--- src/rtl/dacr_pkg.sv ---
// Package: shared constants and types for the dual address command router
package dacr_pkg;

  // ----------------------------------------------------------------------
  // Bus addressing
  // ----------------------------------------------------------------------
  localparam logic [4:0] DACR_ADDR_WRAP      = 5'h1E;  // Primary address whose companion wraps
  localparam logic [4:0] DACR_ADDR_WRAP_COMP = 5'h00;  // Companion address after wrap
  localparam logic [4:0] DACR_ADDR_STEP      = 5'h01;  // Companion offset from own address

  // ----------------------------------------------------------------------
  // Characters
  // ----------------------------------------------------------------------
  localparam logic [7:0] DACR_CH_CR    = 8'h0D;
  localparam logic [7:0] DACR_CH_LF    = 8'h0A;
  localparam logic [7:0] DACR_CH_SP    = 8'h20;
  localparam logic [7:0] DACR_CH_COMMA = 8'h2C;
  localparam logic [7:0] DACR_CH_ZERO  = 8'h30;
  localparam logic [7:0] DACR_CH_ONE   = 8'h31;
  localparam logic [7:0] DACR_CH_S_UC  = 8'h53;
  localparam logic [7:0] DACR_CH_T_UC  = 8'h54;
  localparam logic [7:0] DACR_CH_P_UC  = 8'h50;
  localparam logic [7:0] DACR_CH_I_UC  = 8'h49;

  // ----------------------------------------------------------------------
  // Sizes and reset values
  // ----------------------------------------------------------------------
  localparam int         DACR_LINE_DEPTH = 32;     // Message line buffer bytes
  localparam int         DACR_RX_DEPTH   = 16;     // Serial receive buffer bytes
  localparam int         DACR_STAT_LEN   = 4;      // Status text: 2 hex digits, CR, LF
  localparam logic [4:0] DACR_CNT_RST    = 5'h00;
  localparam logic [5:0] DACR_PTR_RST    = 6'h00;

  // ----------------------------------------------------------------------
  // Decoded command codes
  // ----------------------------------------------------------------------
  typedef enum logic [1:0] {
    DACR_CMD_NONE  = 2'b00,
    DACR_CMD_STAT  = 2'b01,  // Queue status text
    DACR_CMD_SPIGN = 2'b10   // Set serial error ignore
  } dacr_cmd_e;

  // Bus byte with its end indication
  typedef struct packed {
    logic [7:0] data;
    logic       last;
  } dacr_byte_s;

  // Serial receive byte with its error flag
  typedef struct packed {
    logic [7:0] data;
    logic       err;
  } dacr_ser_s;

endpackage

--- src/rtl/dacr_router.sv ---
// Top: dual address bus front end with command parsing and serial routing
`timescale 1ns/10ps

module dacr_router
  import dacr_pkg::*;
(
  input  wire logic       CLK_I,
  input  wire logic       RESETN_I,
  input  wire logic [4:0] SW_ADDR_I,       // Configuration switch, asynchronous
  input  wire logic       ADDR_VALID_I,    // Address byte strobe from bus interface
  input  wire logic [4:0] ADDR_I,          // Primary address carried
  input  wire logic       ADDR_TALK_I,     // 1 talk address, 0 listen address
  input  wire logic       UNADDR_I,        // Untalk/unlisten or clear
  input  wire logic       LDATA_VALID_I,   // Listener byte from bus
  input  wire dacr_byte_s LDATA_I,
  output logic            LDATA_READY_O,
  output logic            TDATA_VALID_O,   // Talker byte to bus
  output dacr_byte_s      TDATA_O,
  input  wire logic       TDATA_READY_I,
  input  wire logic       SER_RX_VALID_I,  // Received serial byte
  input  wire dacr_ser_s  SER_RX_I,
  output logic            SER_TX_VALID_O,  // Byte to serial transmitter
  output logic [7:0]      SER_TX_DATA_O,
  input  wire logic       SER_TX_READY_I,
  output logic            SER_ERR_O,       // Recorded serial error
  output logic            EOS_ENABLE_O,    // End-of-string matching allowed
  output logic            LISTEN_LED_O,
  output logic            TALK_LED_O
);

  // ----------------------------------------------------------------------
  // Switch synchroniser and addresses
  // ----------------------------------------------------------------------
  logic [4:0] sw_meta_q;
  logic [4:0] sw_q;
  logic [4:0] own_addr;
  logic [4:0] comp_addr;

  always_ff @(posedge CLK_I) begin
    if (!RESETN_I) begin
      sw_meta_q <= 5'h00;
      sw_q      <= 5'h00;
    end else begin
      sw_meta_q <= SW_ADDR_I;
      sw_q      <= sw_meta_q;
    end
  end

  assign own_addr  = sw_q;
  assign comp_addr = (sw_q == DACR_ADDR_WRAP) ? DACR_ADDR_WRAP_COMP
                                              : sw_q + DACR_ADDR_STEP;

  // ----------------------------------------------------------------------
  // Address state: talk holds one of own or companion; listen can hold both
  // ----------------------------------------------------------------------
  logic own_lsn_q;
  logic comp_lsn_q;
  logic own_tlk_q;
  logic comp_tlk_q;

  // A talk address drops the other talker; listen addresses stack
  always_ff @(posedge CLK_I) begin
    if (!RESETN_I || UNADDR_I) begin
      own_lsn_q  <= 1'b0;
      comp_lsn_q <= 1'b0;
      own_tlk_q  <= 1'b0;
      comp_tlk_q <= 1'b0;
    end else if (ADDR_VALID_I) begin
      if (ADDR_TALK_I) begin
        own_tlk_q  <= (ADDR_I == own_addr);
        comp_tlk_q <= (ADDR_I == comp_addr);
      end else begin
        if (ADDR_I == own_addr) own_lsn_q <= 1'b1;
        if (ADDR_I == comp_addr) comp_lsn_q <= 1'b1;
      end
    end
  end

  assign LISTEN_LED_O = own_lsn_q || comp_lsn_q;
  assign TALK_LED_O   = own_tlk_q || comp_tlk_q;
  assign EOS_ENABLE_O = comp_tlk_q;

  // ----------------------------------------------------------------------
  // Line buffer and command flow
  // ----------------------------------------------------------------------
  typedef enum logic [1:0] {
    DACR_L_FILL = 2'b00,
    DACR_L_DEC  = 2'b01,
    DACR_L_EXEC = 2'b10
  } dacr_lst_e;

  logic [7:0] line_q [DACR_LINE_DEPTH];
  dacr_lst_e  lst_q;
  logic [5:0] llen_q;
  logic       cr_seen_q;
  logic       is_term;
  logic       own_take;
  logic       comp_take;
  logic [5:0] p_idx;
  logic       p_done;
  dacr_cmd_e  p_cmd;
  logic       p_arg;
  logic [7:0] p_ch;
  // Line close and executed-command strobes
  logic       line_end;
  logic       exec_stat;
  logic       exec_spign;

  assign is_term   = (LDATA_I.data == DACR_CH_CR) || (LDATA_I.data == DACR_CH_LF);
  // Own listener bytes wait while a line decodes; this back-pressures the bus
  assign own_take  = LDATA_VALID_I && own_lsn_q && (lst_q == DACR_L_FILL);
  assign comp_take = LDATA_VALID_I && comp_lsn_q && !own_lsn_q && SER_TX_READY_I;
  assign LDATA_READY_O = own_lsn_q ? (lst_q == DACR_L_FILL)
                       : comp_lsn_q ? SER_TX_READY_I : 1'b1;
  assign p_ch = line_q[p_idx[4:0]];
  // A LF straight after CR closes nothing; it must not start the parser either
  assign line_end   = own_take && is_term
                      && (!(cr_seen_q && LDATA_I.data == DACR_CH_LF) || llen_q != DACR_PTR_RST);
  // Executed command, decoded once for the error flag and the talker
  assign exec_stat  = (lst_q == DACR_L_EXEC) && (p_cmd == DACR_CMD_STAT);
  assign exec_spign = (lst_q == DACR_L_EXEC) && (p_cmd == DACR_CMD_SPIGN);

  // Bytes of the line, stored until a terminator closes it
  always_ff @(posedge CLK_I) begin
    if (own_take && !is_term && (llen_q != 6'(DACR_LINE_DEPTH))) begin
      line_q[llen_q[4:0]] <= LDATA_I.data;
    end
  end

  // Fill, decode and execute one line at a time
  always_ff @(posedge CLK_I) begin
    if (!RESETN_I) begin
      lst_q     <= DACR_L_FILL;
      llen_q    <= DACR_PTR_RST;
      cr_seen_q <= 1'b0;
    end else begin
      case (lst_q)
        DACR_L_FILL: begin
          if (own_take) begin
            cr_seen_q <= (LDATA_I.data == DACR_CH_CR);
            if (line_end) begin
              lst_q <= DACR_L_DEC;
            end else if (!is_term && (llen_q != 6'(DACR_LINE_DEPTH))) begin
              llen_q <= llen_q + 6'h01;
            end
          end
        end
        DACR_L_DEC: begin
          if (p_done) lst_q <= DACR_L_EXEC;
        end
        DACR_L_EXEC: begin
          lst_q  <= DACR_L_FILL;
          llen_q <= DACR_PTR_RST;
        end
        default: lst_q <= DACR_L_FILL;
      endcase
    end
  end

  dacr_line_parser u_parser (
    .CLK_I    (CLK_I),
    .RESETN_I (RESETN_I),
    .start_i  (line_end),
    .ch_i     (p_ch),
    .len_i    (llen_q),
    .idx_o    (p_idx),
    .done_o   (p_done),
    .cmd_o    (p_cmd),
    .arg_o    (p_arg)
  );

  // ----------------------------------------------------------------------
  // Serial side: forward companion bytes, buffer received bytes
  // ----------------------------------------------------------------------
  // Raw pass-through; own-address bytes never reach this path
  always_ff @(posedge CLK_I) begin
    if (!RESETN_I) begin
      SER_TX_VALID_O <= 1'b0;
      SER_TX_DATA_O  <= 8'h00;
    end else begin
      SER_TX_VALID_O <= comp_take;
      if (comp_take) SER_TX_DATA_O <= LDATA_I.data;
    end
  end

  logic       rx_empty;
  logic [4:0] rx_cnt;
  logic [7:0] rx_data;
  logic       rx_pop;
  logic       spign_q;

  dacr_rx_buffer u_rxbuf (
    .CLK_I     (CLK_I),
    .RESETN_I  (RESETN_I),
    .wr_i      (SER_RX_VALID_I),
    .wr_data_i (SER_RX_I.data),
    .rd_i      (rx_pop),
    .rd_data_o (rx_data),
    .empty_o   (rx_empty),
    .full_o    (),
    .count_o   (rx_cnt)
  );

  // Error flag: a new error wins over the clear done by reporting status
  always_ff @(posedge CLK_I) begin
    if (!RESETN_I) begin
      SER_ERR_O <= 1'b0;
      spign_q   <= 1'b0;
    end else begin
      if (exec_spign) spign_q <= p_arg;
      if (SER_RX_VALID_I && SER_RX_I.err && !spign_q) begin
        SER_ERR_O <= 1'b1;
      end else if (exec_stat) begin
        SER_ERR_O <= 1'b0;
      end
    end
  end

  // ----------------------------------------------------------------------
  // Talker output
  // ----------------------------------------------------------------------
  function automatic logic [7:0] hex_digit(input logic [3:0] v);
    hex_digit = (v < 4'hA) ? (8'h30 + {4'h0, v}) : (8'h37 + {4'h0, v});
  endfunction

  logic [7:0] stat_q [DACR_STAT_LEN];
  logic       stat_pend_q;
  logic [1:0] stat_idx_q;
  logic       idle_lf_q;
  logic       tx_fire;

  // A byte leaves on valid and ready; companion bytes pop the buffer
  assign tx_fire = TDATA_VALID_O && TDATA_READY_I;
  assign rx_pop  = tx_fire && comp_tlk_q;

  // Status text snapshots the buffer count when the stat line executes
  always_ff @(posedge CLK_I) begin
    if (!RESETN_I) begin
      stat_pend_q <= 1'b0;
      stat_idx_q  <= 2'h0;
      idle_lf_q   <= 1'b0;
      for (int i = 0; i < DACR_STAT_LEN; i++) stat_q[i] <= 8'h00;
    end else if (exec_stat) begin
      stat_pend_q <= 1'b1;
      stat_idx_q  <= 2'h0;
      stat_q[0]   <= hex_digit({3'h0, rx_cnt[4]});
      stat_q[1]   <= hex_digit(rx_cnt[3:0]);
      stat_q[2]   <= DACR_CH_CR;
      stat_q[3]   <= DACR_CH_LF;
    end else if (tx_fire && own_tlk_q) begin
      if (stat_pend_q) begin
        stat_idx_q <= stat_idx_q + 2'h1;
        if (stat_idx_q == 2'(DACR_STAT_LEN - 1)) stat_pend_q <= 1'b0;
      end else begin
        idle_lf_q <= !idle_lf_q;
      end
    end
  end

  // Byte presented to the bus; companion talk stalls on an empty buffer
  always_comb begin
    TDATA_VALID_O = 1'b0;
    TDATA_O       = '0;
    if (own_tlk_q) begin
      TDATA_VALID_O = 1'b1;
      if (stat_pend_q) begin
        TDATA_O.data = stat_q[stat_idx_q];
        TDATA_O.last = (stat_idx_q == 2'(DACR_STAT_LEN - 1));
      end else begin
        TDATA_O.data = idle_lf_q ? DACR_CH_LF : DACR_CH_CR;
        TDATA_O.last = idle_lf_q;
      end
    end else if (comp_tlk_q) begin
      TDATA_VALID_O = !rx_empty;
      TDATA_O.data  = rx_data;
    end
  end

endmodule // dacr_router

--- src/rtl/dacr_rx_buffer.sv ---
// Serial receive buffer for the dual address command router
`timescale 1ns/10ps
module dacr_rx_buffer
  import dacr_pkg::*;
(
  input  wire logic       CLK_I,
  input  wire logic       RESETN_I,
  input  wire logic       wr_i,
  input  wire logic [7:0] wr_data_i,
  input  wire logic       rd_i,
  output logic [7:0]      rd_data_o,
  output logic            empty_o,
  output logic            full_o,
  output logic [4:0]      count_o
);

  // ----------------------------------------------------------------------
  // Storage
  // ----------------------------------------------------------------------
  logic [7:0] mem_q [DACR_RX_DEPTH];
  logic [3:0] wp_q;
  logic [3:0] rp_q;
  logic [4:0] cnt_q;
  logic       do_wr;
  logic       do_rd;

  // Writes into a full buffer are dropped; the sender loses the byte
  assign do_wr     = wr_i && (cnt_q != 5'(DACR_RX_DEPTH));
  assign do_rd     = rd_i && (cnt_q != DACR_CNT_RST);
  assign empty_o   = (cnt_q == DACR_CNT_RST);
  assign full_o    = (cnt_q == 5'(DACR_RX_DEPTH));
  assign count_o   = cnt_q;
  assign rd_data_o = mem_q[rp_q];

  // Data array
  always_ff @(posedge CLK_I) begin
    if (do_wr) begin
      mem_q[wp_q] <= wr_data_i;
    end
  end

  // Pointers and fill count
  always_ff @(posedge CLK_I) begin
    if (!RESETN_I) begin
      wp_q  <= 4'h0;
      rp_q  <= 4'h0;
      cnt_q <= DACR_CNT_RST;
    end else begin
      if (do_wr) begin
        wp_q <= wp_q + 4'h1;
      end
      if (do_rd) begin
        rp_q <= rp_q + 4'h1;
      end
      cnt_q <= cnt_q + 5'(do_wr) - 5'(do_rd);
    end
  end

endmodule // dacr_rx_buffer

--- src/rtl/dacr_line_parser.sv ---
// Line decoder: splits a buffered message into name and boolean argument
`timescale 1ns/10ps
module dacr_line_parser
  import dacr_pkg::*;
(
  input  wire logic       CLK_I,
  input  wire logic       RESETN_I,
  input  wire logic       start_i,
  input  wire logic [7:0] ch_i,
  input  wire logic [5:0] len_i,
  output logic [5:0]      idx_o,
  output logic            done_o,
  output dacr_cmd_e       cmd_o,
  output logic            arg_o
);

  // Upper-case a letter so names match in any case
  function automatic logic [7:0] to_upper(input logic [7:0] c);
    to_upper = ((c >= 8'h61) && (c <= 8'h7A)) ? (c - 8'h20) : c;
  endfunction

  // ----------------------------------------------------------------------
  // Scan state
  // ----------------------------------------------------------------------
  typedef enum logic [1:0] {
    DACR_P_IDLE = 2'b00,
    DACR_P_NAME = 2'b01,
    DACR_P_ARG  = 2'b10
  } dacr_pst_e;

  dacr_pst_e  st_q;
  logic [5:0] idx_q;
  logic [2:0] nlen_q;
  logic [7:0] c0_q;
  logic [7:0] c2_q;
  logic       arg_q;
  logic       sep_q;
  logic [7:0] uc;
  logic       is_sep;

  assign uc     = to_upper(ch_i);
  assign is_sep = (ch_i == DACR_CH_SP) || (ch_i == DACR_CH_COMMA);
  assign idx_o  = idx_q;

  // Walk the line one byte a cycle, then report the decoded command
  always_ff @(posedge CLK_I) begin
    if (!RESETN_I) begin
      st_q   <= DACR_P_IDLE;
      idx_q  <= DACR_PTR_RST;
      nlen_q <= 3'h0;
      c0_q   <= 8'h00;
      c2_q   <= 8'h00;
      arg_q  <= 1'b0;
      sep_q  <= 1'b0;
      done_o <= 1'b0;
      cmd_o  <= DACR_CMD_NONE;
      arg_o  <= 1'b0;
    end else begin
      done_o <= 1'b0;
      case (st_q)
        DACR_P_IDLE: begin
          if (start_i) begin
            st_q   <= DACR_P_NAME;
            idx_q  <= DACR_PTR_RST;
            nlen_q <= 3'h0;
            c0_q   <= 8'h00;
            c2_q   <= 8'h00;
            arg_q  <= 1'b0;
            sep_q  <= 1'b0;
          end
        end
        DACR_P_NAME: begin
          if (idx_q == len_i) begin
            st_q <= DACR_P_ARG;
          end else if (ch_i == DACR_CH_SP) begin
            st_q <= DACR_P_ARG;
            idx_q <= idx_q + 6'h01;
          end else begin
            if (nlen_q == 3'h0) c0_q <= uc;
            if (nlen_q == 3'h2) c2_q <= uc;
            if (nlen_q != 3'h7) nlen_q <= nlen_q + 3'h1;
            idx_q <= idx_q + 6'h01;
          end
        end
        DACR_P_ARG: begin
          if (idx_q == len_i) begin
            // Prefix checks: "s" and a second letter for stat, "s" with "i" third for the ignore flag
            st_q   <= DACR_P_IDLE;
            done_o <= 1'b1;
            arg_o  <= arg_q;
            if (c0_q == DACR_CH_S_UC && nlen_q >= 3'h3 && c2_q == DACR_CH_I_UC) begin
              cmd_o <= DACR_CMD_SPIGN;
            end else if (c0_q == DACR_CH_S_UC && nlen_q >= 3'h2 && c2_q != DACR_CH_I_UC) begin
              cmd_o <= DACR_CMD_STAT;
            end else begin
              cmd_o <= DACR_CMD_NONE;
            end
          end else begin
            idx_q <= idx_q + 6'h01;
            // Separators are skipped; only the first argument is decoded
            if (!is_sep && !sep_q) begin
              sep_q <= 1'b1;
              // First argument digit: 1 is on, 0 is off
              if (ch_i == DACR_CH_ONE) arg_q <= 1'b1;
              if (ch_i == DACR_CH_ZERO) arg_q <= 1'b0;
            end
          end
        end
        default: st_q <= DACR_P_IDLE;
      endcase
    end
  end

endmodule // dacr_line_parser

--- config.mk ---
export PLATFORM = sky130hd
export DESIGN_NAME = dacr_router
export DESIGN_NICKNAME = d
export VERILOG_FILES = /design/src/rtl/dacr_pkg.sv /design/src/rtl/dacr_router.sv /design/src/rtl/dacr_rx_buffer.sv /design/src/rtl/dacr_line_parser.sv
export SDC_FILE = /design/constraint.sdc
export NUM_CORES = 1
export LEC_CHECK = 0
export BUFFER_PORTS_ARGS = -buffer_cell sky130_fd_sc_hd__buf_2
export CORE_MARGIN = 2
export CORE_UTILIZATION = 50
export CTS_CLUSTER_SIZE = 28
export DETAILED_ROUTE_END_ITERATION = 8
export PLACE_DENSITY_LB_ADDON = 0.15
export SYNTH_ARGS = -nofsm -noshare
export SYNTH_HDL_FRONTEND = slang
export SYNTH_SLANG_ARGS = --single-unit
--- constraint.sdc ---
create_clock -name CLK_I -period 8 [get_ports CLK_I]
set_input_delay 0.4 -clock CLK_I [delete_from_list [all_inputs] [get_ports CLK_I]]
set_output_delay 0.4 -clock CLK_I [all_outputs]
set_load 0.1 [all_outputs]
* Yosys cells after proc, flatten, opt, wreduce, memory -nomap -nowiden
Memory sizes are Yosys's and may differ from the RTL's. A register that Yosys moved wholly into a read port is not among the register bits. Index checks and enable logic that the tools add are counted. Widths: inputs -> output; s select.
Operators by class: $add $sub $neg 13, $lt $le $gt $ge 5, eq/ne operators 41, muxes and demuxes 77, bitwise logic cells 8, reductions and logical operators 72
Operator list (number):
- $mux 8 | 10
- $mux 7 | 5
- $eq 8x6->1 const B | 4
- $pmux 8 s2 | 2
- $mux 6 | 5
- $mux 1 | 28
- $logic_and 1x1->1 | 26
- $pmux 6 s2 | 2
- $reduce_and 5->1 | 4
- $mux 2 | 9
- $reduce_and 3->1 | 6
- $eq 8x4->1 const B | 2
- $eq 8x7->1 const B | 2
- $ne 2x2->1 const B | 8
- $mux 3 | 5
- $mux 5 | 3
- $add 6x4->7 const A | 2
- $ne 2x1->1 const B | 7
- $add 6x1->6 const B | 2
- $reduce_bool 2->1 | 6
- $eq 5x5->1 | 2
- $reduce_and 2->1 | 5
- $logic_not 1->1 | 9
- $mux 9 | 1
- other kinds (37) | 61
Storage, ports and cells: bits in registers 84, bits in writable memories 412, input bits 37, output and inout port bits 24, word-level logic and storage cells 248, memories 3
Memories:
- line_q | depth 32, bits a word 8, rd ports 1, clocked after memory_dff 1, write ports 1, RTL line dacr_router.sv:92 | logic [7:0] line_q [DACR_LINE_DEPTH];
- u_rxbuf.mem_q | depth 16, bits a word 8, rd ports 1, clocked after memory_dff 1, write ports 1, RTL line dacr_rx_buffer.sv:20 | logic [7:0] mem_q [DACR_RX_DEPTH];
- stat_q | depth 4, bits a word 7, rd ports 1, clocked after memory_dff 1, write ports 4, RTL line dacr_router.sv:226 | logic [7:0] stat_q [DACR_STAT_LEN];

* Logic depth before layout (Yosys ltp)
Gate-level depths: netlist of the first run.
word-level depth 9, depth in mapped cells 15, gate-level depth less buffers 13

* Modules after synthesis
A second synthesis of the first run with hierarchy kept.
Unflattened totals: cells, all modules 1208, area total of the unflattened synthesis 20125.6 sq um
By module, submodules not included:
- dacr_router | instances 1, cells an instance 697, area each 12450.7 sq um, sequential area each 8778.4 sq um
- dacr_rx_buffer | instances 1, cells an instance 306, area each 5848.1 sq um, sequential area each 4184.0 sq um
- dacr_line_parser | instances 1, cells an instance 205, area each 1826.8 sq um, sequential area each 660.6 sq um

* Worst setup path after synthesis of the first run
No wires, ideal clock.
kind flip-flop to output port, start point reg (tool-made name), end point out TDATA_O[2] (netlist bit), arrival time 3.718 ns, required time 7.600 ns, setup slack 3.882 ns, stages on the path, launching flop included 7, path buffers 2, path through dfxtp_1 clkbuf_1 buf_1 mux4_2 mux4_2 inv_1 o21ai_0
RTL lines:
- end: declaration | RTL line dacr_router.sv:18 | output dacr_byte_s TDATA_O,

==> results of run 1 <==
[layout make-up]
cell class / count / share of cell area (%)
multi-input cells: 664 / 26.4
clock buffers: 62 / 5.97
well taps: 525 / 2.91
inverters: 35 / 0.582
repair buffers: 82 / 2.12
clock inverters: 29 / 1.21
flip-flops and latches: 489 / 60.8
[cells by family after synthesis]
logic type	after synthesis	synth area share (%)
and+or+nand+nor	326	7.86
adders and majority gates	35	2.22
buffers and inverters	87	1.83
xor gates and xnor gates	37	1.62
DFF	489	68.4
muxes	150	14.2
AOI/OAI and AO/OA	116	3.83
[critical path, cell delays in order, from the launching register on]
cell	delay [ns]
dfxtp_4	0.77
buf_4	0.48
mux4_2	0.61
mux4_2	0.52
mux2_2	0.38
nor4_4	0.39
a41oi_4	0.25
a31oi_2	0.60
mux2i_1	0.25
nor2_1	0.05
[cell usage after synthesis (12+ instances only)]
cell type,count
a21oi_1,38
clkbuf_1,32
xor2_1,17
nand3_1,26
nor2b_1,12
nand4_1,12
edfxtp_1,393
nand2b_1,13
nand2_1,77
mux2i_1,36
nor3_1,17
dfxtp_1,96
ha_1,34
mux4_2,107
nor2_1,115
xnor2_1,20
inv_1,34
o21ai_0,14
and2_1,13
[how the worst max path moves through the flow]
stage | from | end | slack (ns) | cells past startpoint
2_1_floorplan | flip-flop | TDATA_O[2] | 3.88 | 6
3_3_place_gp | flip-flop | u_parser.c2_q[5] | 3.51 | 9
3_5_place_dp | flip-flop | u_parser.c0_q[5] | 3.50 | 9
4_1_cts | flip-flop | u_parser.c0_q[5] | 3.49 | 9
5_1_grt | flip-flop | u_parser.c2_q[5] | 3.23 | 9
6_report | flip-flop | u_parser.c0_q[5] | 3.52 | 9
[power groups by stage]
stage / Combinational [mW] / Clock [mW] / Sequential, mW
2_1_floorplan: 0.126 / 0 / 2.85
3_3_place_gp: 0.209 / 0 / 2.85
3_5_place_dp: 0.214 / 0 / 2.85
4_1_cts: 0.217 / 2.36 / 2.80
5_1_grt: 0.246 / 2.46 / 2.80
6_report: 0.215 / 2.31 / 2.80
[sequential cells by signal (all words and copies together), names as in the netlist, 6 cells and up, named ones only]
name	flops
stat_q	10
u_parser.c2_q	8
u_rxbuf.mem_q	128
SER_TX_DATA_O	8
llen_q	6
line_q	256
u_parser.c0_q	8
u_parser.idx_o	6
[through the flow]
step	hold slack, ns	area, sq um	power [mW]
floorplan	0.412	20100	2.97
global placement	0.417	20900	3.06
detailed placement	0.427	20900	3.06
CTS	0.00375	22600	5.37
global route	0.0344	22600	5.50
finish	0.0362	22600	5.32
[routing by layer]
metal  up-vias  track usage [%]
li1       4947                -
met1      5476             32.3
met2       311             29.5
met3        60             3.91
met4         0             4.79
met5         -                0
[cell usage in the layout, fill, tap and decap left out, drive strengths merged, types with 4 or more instances in the layout]
master,instances
mux2i,36
clkbuf,62
mux4,107
a31oi,7
nor2,115
a21o,4
and3,6
o22ai,6
bufinv,5
mux2,7
dfxtp,96
nand2b,13
xor2,17
nand3b,8
nand2,77
nor2b,13
nor4bb,4
ha,34
a32o,6
and2,14
a21oi,38
dlygate4sd3,4
nand3,26
edfxtp,393
a22oi,7
o21ai,25
buf,78
inv,35
nor3,17
xnor2,20
clkinv,24
or3,5
nand4,12
[repair_timing]
| item | 4_1_cts | 5_1_grt |
|---|---|---|
| hold buffers | 4 | 0 |
| endpoints found under the setup margin | 0 | 0 |
| endpoints found under the hold margin | 4 | 0 |
==> flow_summary.toml, run 1 <==
[die]
die_y_microns = 204
io_pins = 61
die_w_microns = 204
start_util_pct = 50.6
die_area_sq_mm = 0.0417
num_rows = 73
core_sq_mm = 0.0396

[logic_synthesis]
yosys-top-cells-area = "edfxtp_1 (59%), mux4_2 (12%), dfxtp_1 (9.6%)"
async_reset_ff_share_pct = 0
syn_area_sq_mm = 0.0201
yosysTopAreaCell = "edfxtp_1"
synth_area_per_cell_sq_um = 16.2
yosysSeqAreaShare_pct = 68.4
ys_types = 65
synth-edff-count = 393
synth_nets = 1312
ys_seq_elements = 489
synth_top_area_share_pct = 58.9
yosys_warnings = 0
synthesis.instances = 1240
synth_flop_cell = "edfxtp_1"

[sta]
fin_ws_ns = 3.52
slew_headroom_pct = 34.0
rsz0062_at_grt = "false"
worstMarginPinSlew_ns = 0.986
final.min_clock_period_ns = 4.48
clock.fmax_mhz = 223
final_max_slew_viol_count = 0
finalSetupTns_ns = 0
setup_viol = 0
skew_ns = 0.0268
period_share_pct = 56.0
hold_viol_final = 0

[critical_path]
start_kind = "flip-flop"
r2r_cells = 9
crit_path_end_kind = "flip-flop"
rr_endpoint = "u_parser.c0_q[5]"
critPathRequiredTime_ns = 8.46
crit_type = "flip-flop to flip-flop"
arrival_ns = 4.94
rrSetupSlack_ns = 3.52
cp_max_fo = 32

[routing]
vias = 10794
drtAntennaViolNets = 0
drt_iter0_drc = 1157
via_per_inst = 5.72
wl_met1_microns = 20300
highest_layer = "met4"
route.detailed.drc = 0
firstDrtPassIters = 7
dr_wl_met3_microns = 2470
post_drt_wl_per_cell_microns = 22.1
dr_wl_met2_microns = 18100
routed_wl_microns = 41600

[clock_network]
clock-root-buffer = "clkbuf_16"
clock_latency_ns = 0.59
cts-resized-gates = 0
clock_path_buffers = 3
numCtsBuffers = 51
path_clk_slew_ns = 0.06
post-cts-setup-buffer-count = 0
h-tree-depth = 2
cts_tree = "yes"
cts_sinks = 489

[global_routing]
grt_max_degree = 44
grt.overflow.total = 0
track_usage_pct = 20.5
antenna_found_initial = 0
grt_pass1_wl_microns = 63900
grt_pass1_vias = 10580

[place]
port_buffers = 59
dp_hpwl_microns = 26200
gp_congestion = 0.860
dp_slack_ns = 3.50
dp.cells = 1791

[worst_hold_path]
min_path_cells = 2
min_to = "sw_meta_q[1]"
hold_class = "input port to flip-flop"
min_from = "SW_ADDR_I[1]"

[cells_and_area]
regArea_sq_mm = 0.0137
instances_no_fill = 1886
drive_gt1_share_pct = 20.1
multi_input_area_sq_mm = 0.00596
area_delta_synth_final_pct = 12.6
nFillCells = 3115
nets = 1395
utilization_pct = 57.0
diodes = 0

[power]
p_clk_share_pct = 43.4
comb_power_share_pct = 4.0
p_int_mw = 4.21
p_per_area_mw_per_mm2 = 236
netSwitchingPower_mw = 1.11
ir_worst_vdd_uv = 146
power.leakage_nw = 7.31
p_sw_share_pct = 20.9
sequentialPowerShare_pct = 52.6

[status]
outcome = "complete, no violations"

[run]
drv_cap = 0
Power figures use the tool's default switching activity.
==> run 2, diff against run 1 <==
- clock period: 8 -> 4.6 ns (I/O delays scaled with it)
==> run 2 against run 1 <==
  * Worst hold slack worse by 0.011 ns
  * Clock power up 72%
  * Cell count up 1.2%
  * Critical path depth up 1
  * Highest routed layer unchanged
==> flow_summary.toml, run 2 (same netlist as run 1, synthesis figures left out) <==
[sta]
clock.fmax_mhz = 259
rsz0062_at_grt = "false"
final_max_slew_viol_count = 0
skew_ns = 0.0171
hold_viol_final = 0
finalSetupTns_ns = 0
setup_viol = 0
worstMarginPinSlew_ns = 0.997
period_share_pct = 83.8
fin_ws_ns = 0.743
final.min_clock_period_ns = 3.86
slew_headroom_pct = 33.0

[cells_and_area]
diodes = 0
nets = 1420
nFillCells = 3074
area_delta_synth_final_pct = 13.9
mostFrequentLayoutCell = "edfxtp_1"
fin_area_sq_mm = 0.0228
largest_reg_flops = 256
drive_gt1_share_pct = 21.2
layout_common_cells = "edfxtp_1 (393), nor2_1 (115), mux4_2 (107), dfxtp_1 (93), nand2_1 (77)"

[routing]
post_drt_wl_per_cell_microns = 22.0
drtAntennaViolNets = 0
via_per_inst = 5.72
drt_iter0_drc = 880
route.detailed.drc = 0
routed_wl_microns = 41900
vias = 10911
firstDrtPassIters = 5

[place]
dpl-instance-area_sq_mm = 0.0211
dp_hpwl_microns = 27200
port_buffers = 59
dp_slack_ns = 0.662
gp_congestion = 0.815

[power]
p_per_area_mw_per_mm2 = 404
ir_worst_vdd_uv = 294
power.leakage_nw = 7.45

[critical_path]
crit_cells = 10
path_delay_family = "multiplexers"
crit_type = "flip-flop to flip-flop"
path_cells = "buf_12 > mux4_2 > mux4_2 > mux2_2 > nor4_4 > a41oi_4 > a31oi_2 > buf_4 > nand3_1 > o21ai_1"
crit_path_end_kind = "flip-flop"
cp_slowest_cell = "dfxtp_4"
cpPeakStageDelay_ns = 0.61
rrSetupSlack_ns = 0.74
start_kind = "flip-flop"
crit_buf_inv = 2
rr_endpoint = "u_parser.c2_q[0]"
worst_path_most_repeated_cell = "mux4_2"
r2r_cells = 10
cp_max_fo = 20
critPathRequiredTime_ns = 5.13
arrival_ns = 4.39

[clock_network]
clock-root-buffer = "clkbuf_16"
h-tree-depth = 2
cts_sinks = 489
cts-resized-gates = 0
path_clk_slew_ns = 0.06
numCtsBuffers = 50
clock_path_buffers = 3
clock_latency_ns = 0.60
cts_tree = "yes"

[die]
die_w_microns = 204
io_pins = 61
die_area_sq_mm = 0.0417
start_util_pct = 50.6
core_sq_mm = 0.0396
die_y_microns = 204
num_rows = 73

[worst_hold_path]
min_to = "u_rxbuf.mem_q[3][5]"
min_from = "SER_RX_I[6]"
min_path_cells = 1
hold_class = "input port to flip-flop"

[global_routing]
grt.overflow.total = 0
grt_pass1_vias = 10957
track_usage_pct = 20.8
grt_pass1_wl_microns = 64500
grt_max_degree = 62
antenna_found_initial = 0

[run]
drv_cap = 0

[status]
outcome = "complete, no violations"
==> run 2: worst max-delay path by stage <==
stage	end	slack, ns	startpoint
2_1_floorplan	TDATA_O[2]	0.65	flip-flop
3_3_place_gp	flip-flop	0.68	LDATA_I[7]
3_5_place_dp	u_parser.idx_o[5]	0.66	LDATA_I[7]
4_1_cts	u_parser.c2_q[2]	0.73	flip-flop
5_1_grt	u_parser.c2_q[0]	0.53	flip-flop
6_report	u_parser.c2_q[0]	0.74	flip-flop
==> run 2: cell type report <==
class / count / area [sq um] / area share (%)
sequential: 489 / 13700 / 60.1
multi-input combinational: 664 / 5970 / 26.1
clock buffer: 57 / 1320 / 5.78
timing repair buffer: 108 / 743 / 3.25
tap: 525 / 657 / 2.88
clock inverter: 30 / 293 / 1.28
inverter: 35 / 131 / 0.575
==> run 2: routing by layer <==
| layer | track usage [%] | wire, microns |
|---|---|---|
| met2 | 31.5 | 18800 |
| met4 | 5.28 | 780 |
| met5 | 0 | 0 |
| met3 | 4.08 | 2360 |
| met1 | 31.1 | 20000 |
==> run 2: timing repair <==
action | CTS | global route
endpoints found under the hold margin | 20 | 0
hold buffers | 17 | 0
endpoints found under the setup margin | 0 | 0
buffers inserted | 0 | 0
==> run 2: through the flow <==
stage	utilization, %	hold WS, ns	instances	power, mW
after floorplan	-	0.329	1240	5.17
after global placement	53.1	0.418	1804	5.32
after detailed placement	53.1	0.420	1804	5.33
after CTS	57.6	0.00383	1908	9.33
after global routing	57.6	0.0239	1908	9.54
final	57.6	0.0257	1908	9.23
==> run 2: worst register-to-register path, cell delays in order, from the launching register on <==
cell and delay [ns]:
dfxtp_4 0.61, buf_12 0.25, mux4_2 0.56, mux4_2 0.51, mux2_2 0.37, nor4_4 0.41
a41oi_4 0.25, a31oi_2 0.44, buf_4 0.22, nand3_1 0.08, o21ai_1 0.10
==> run 2: report_power, final <==
group	leakage (nW)	switching [mW]	internal, mW
sequential	4.33	0.0343	4.83
combinational	2.32	0.240	0.145
clock	0.801	1.69	2.29
total	7.45	1.96	7.27
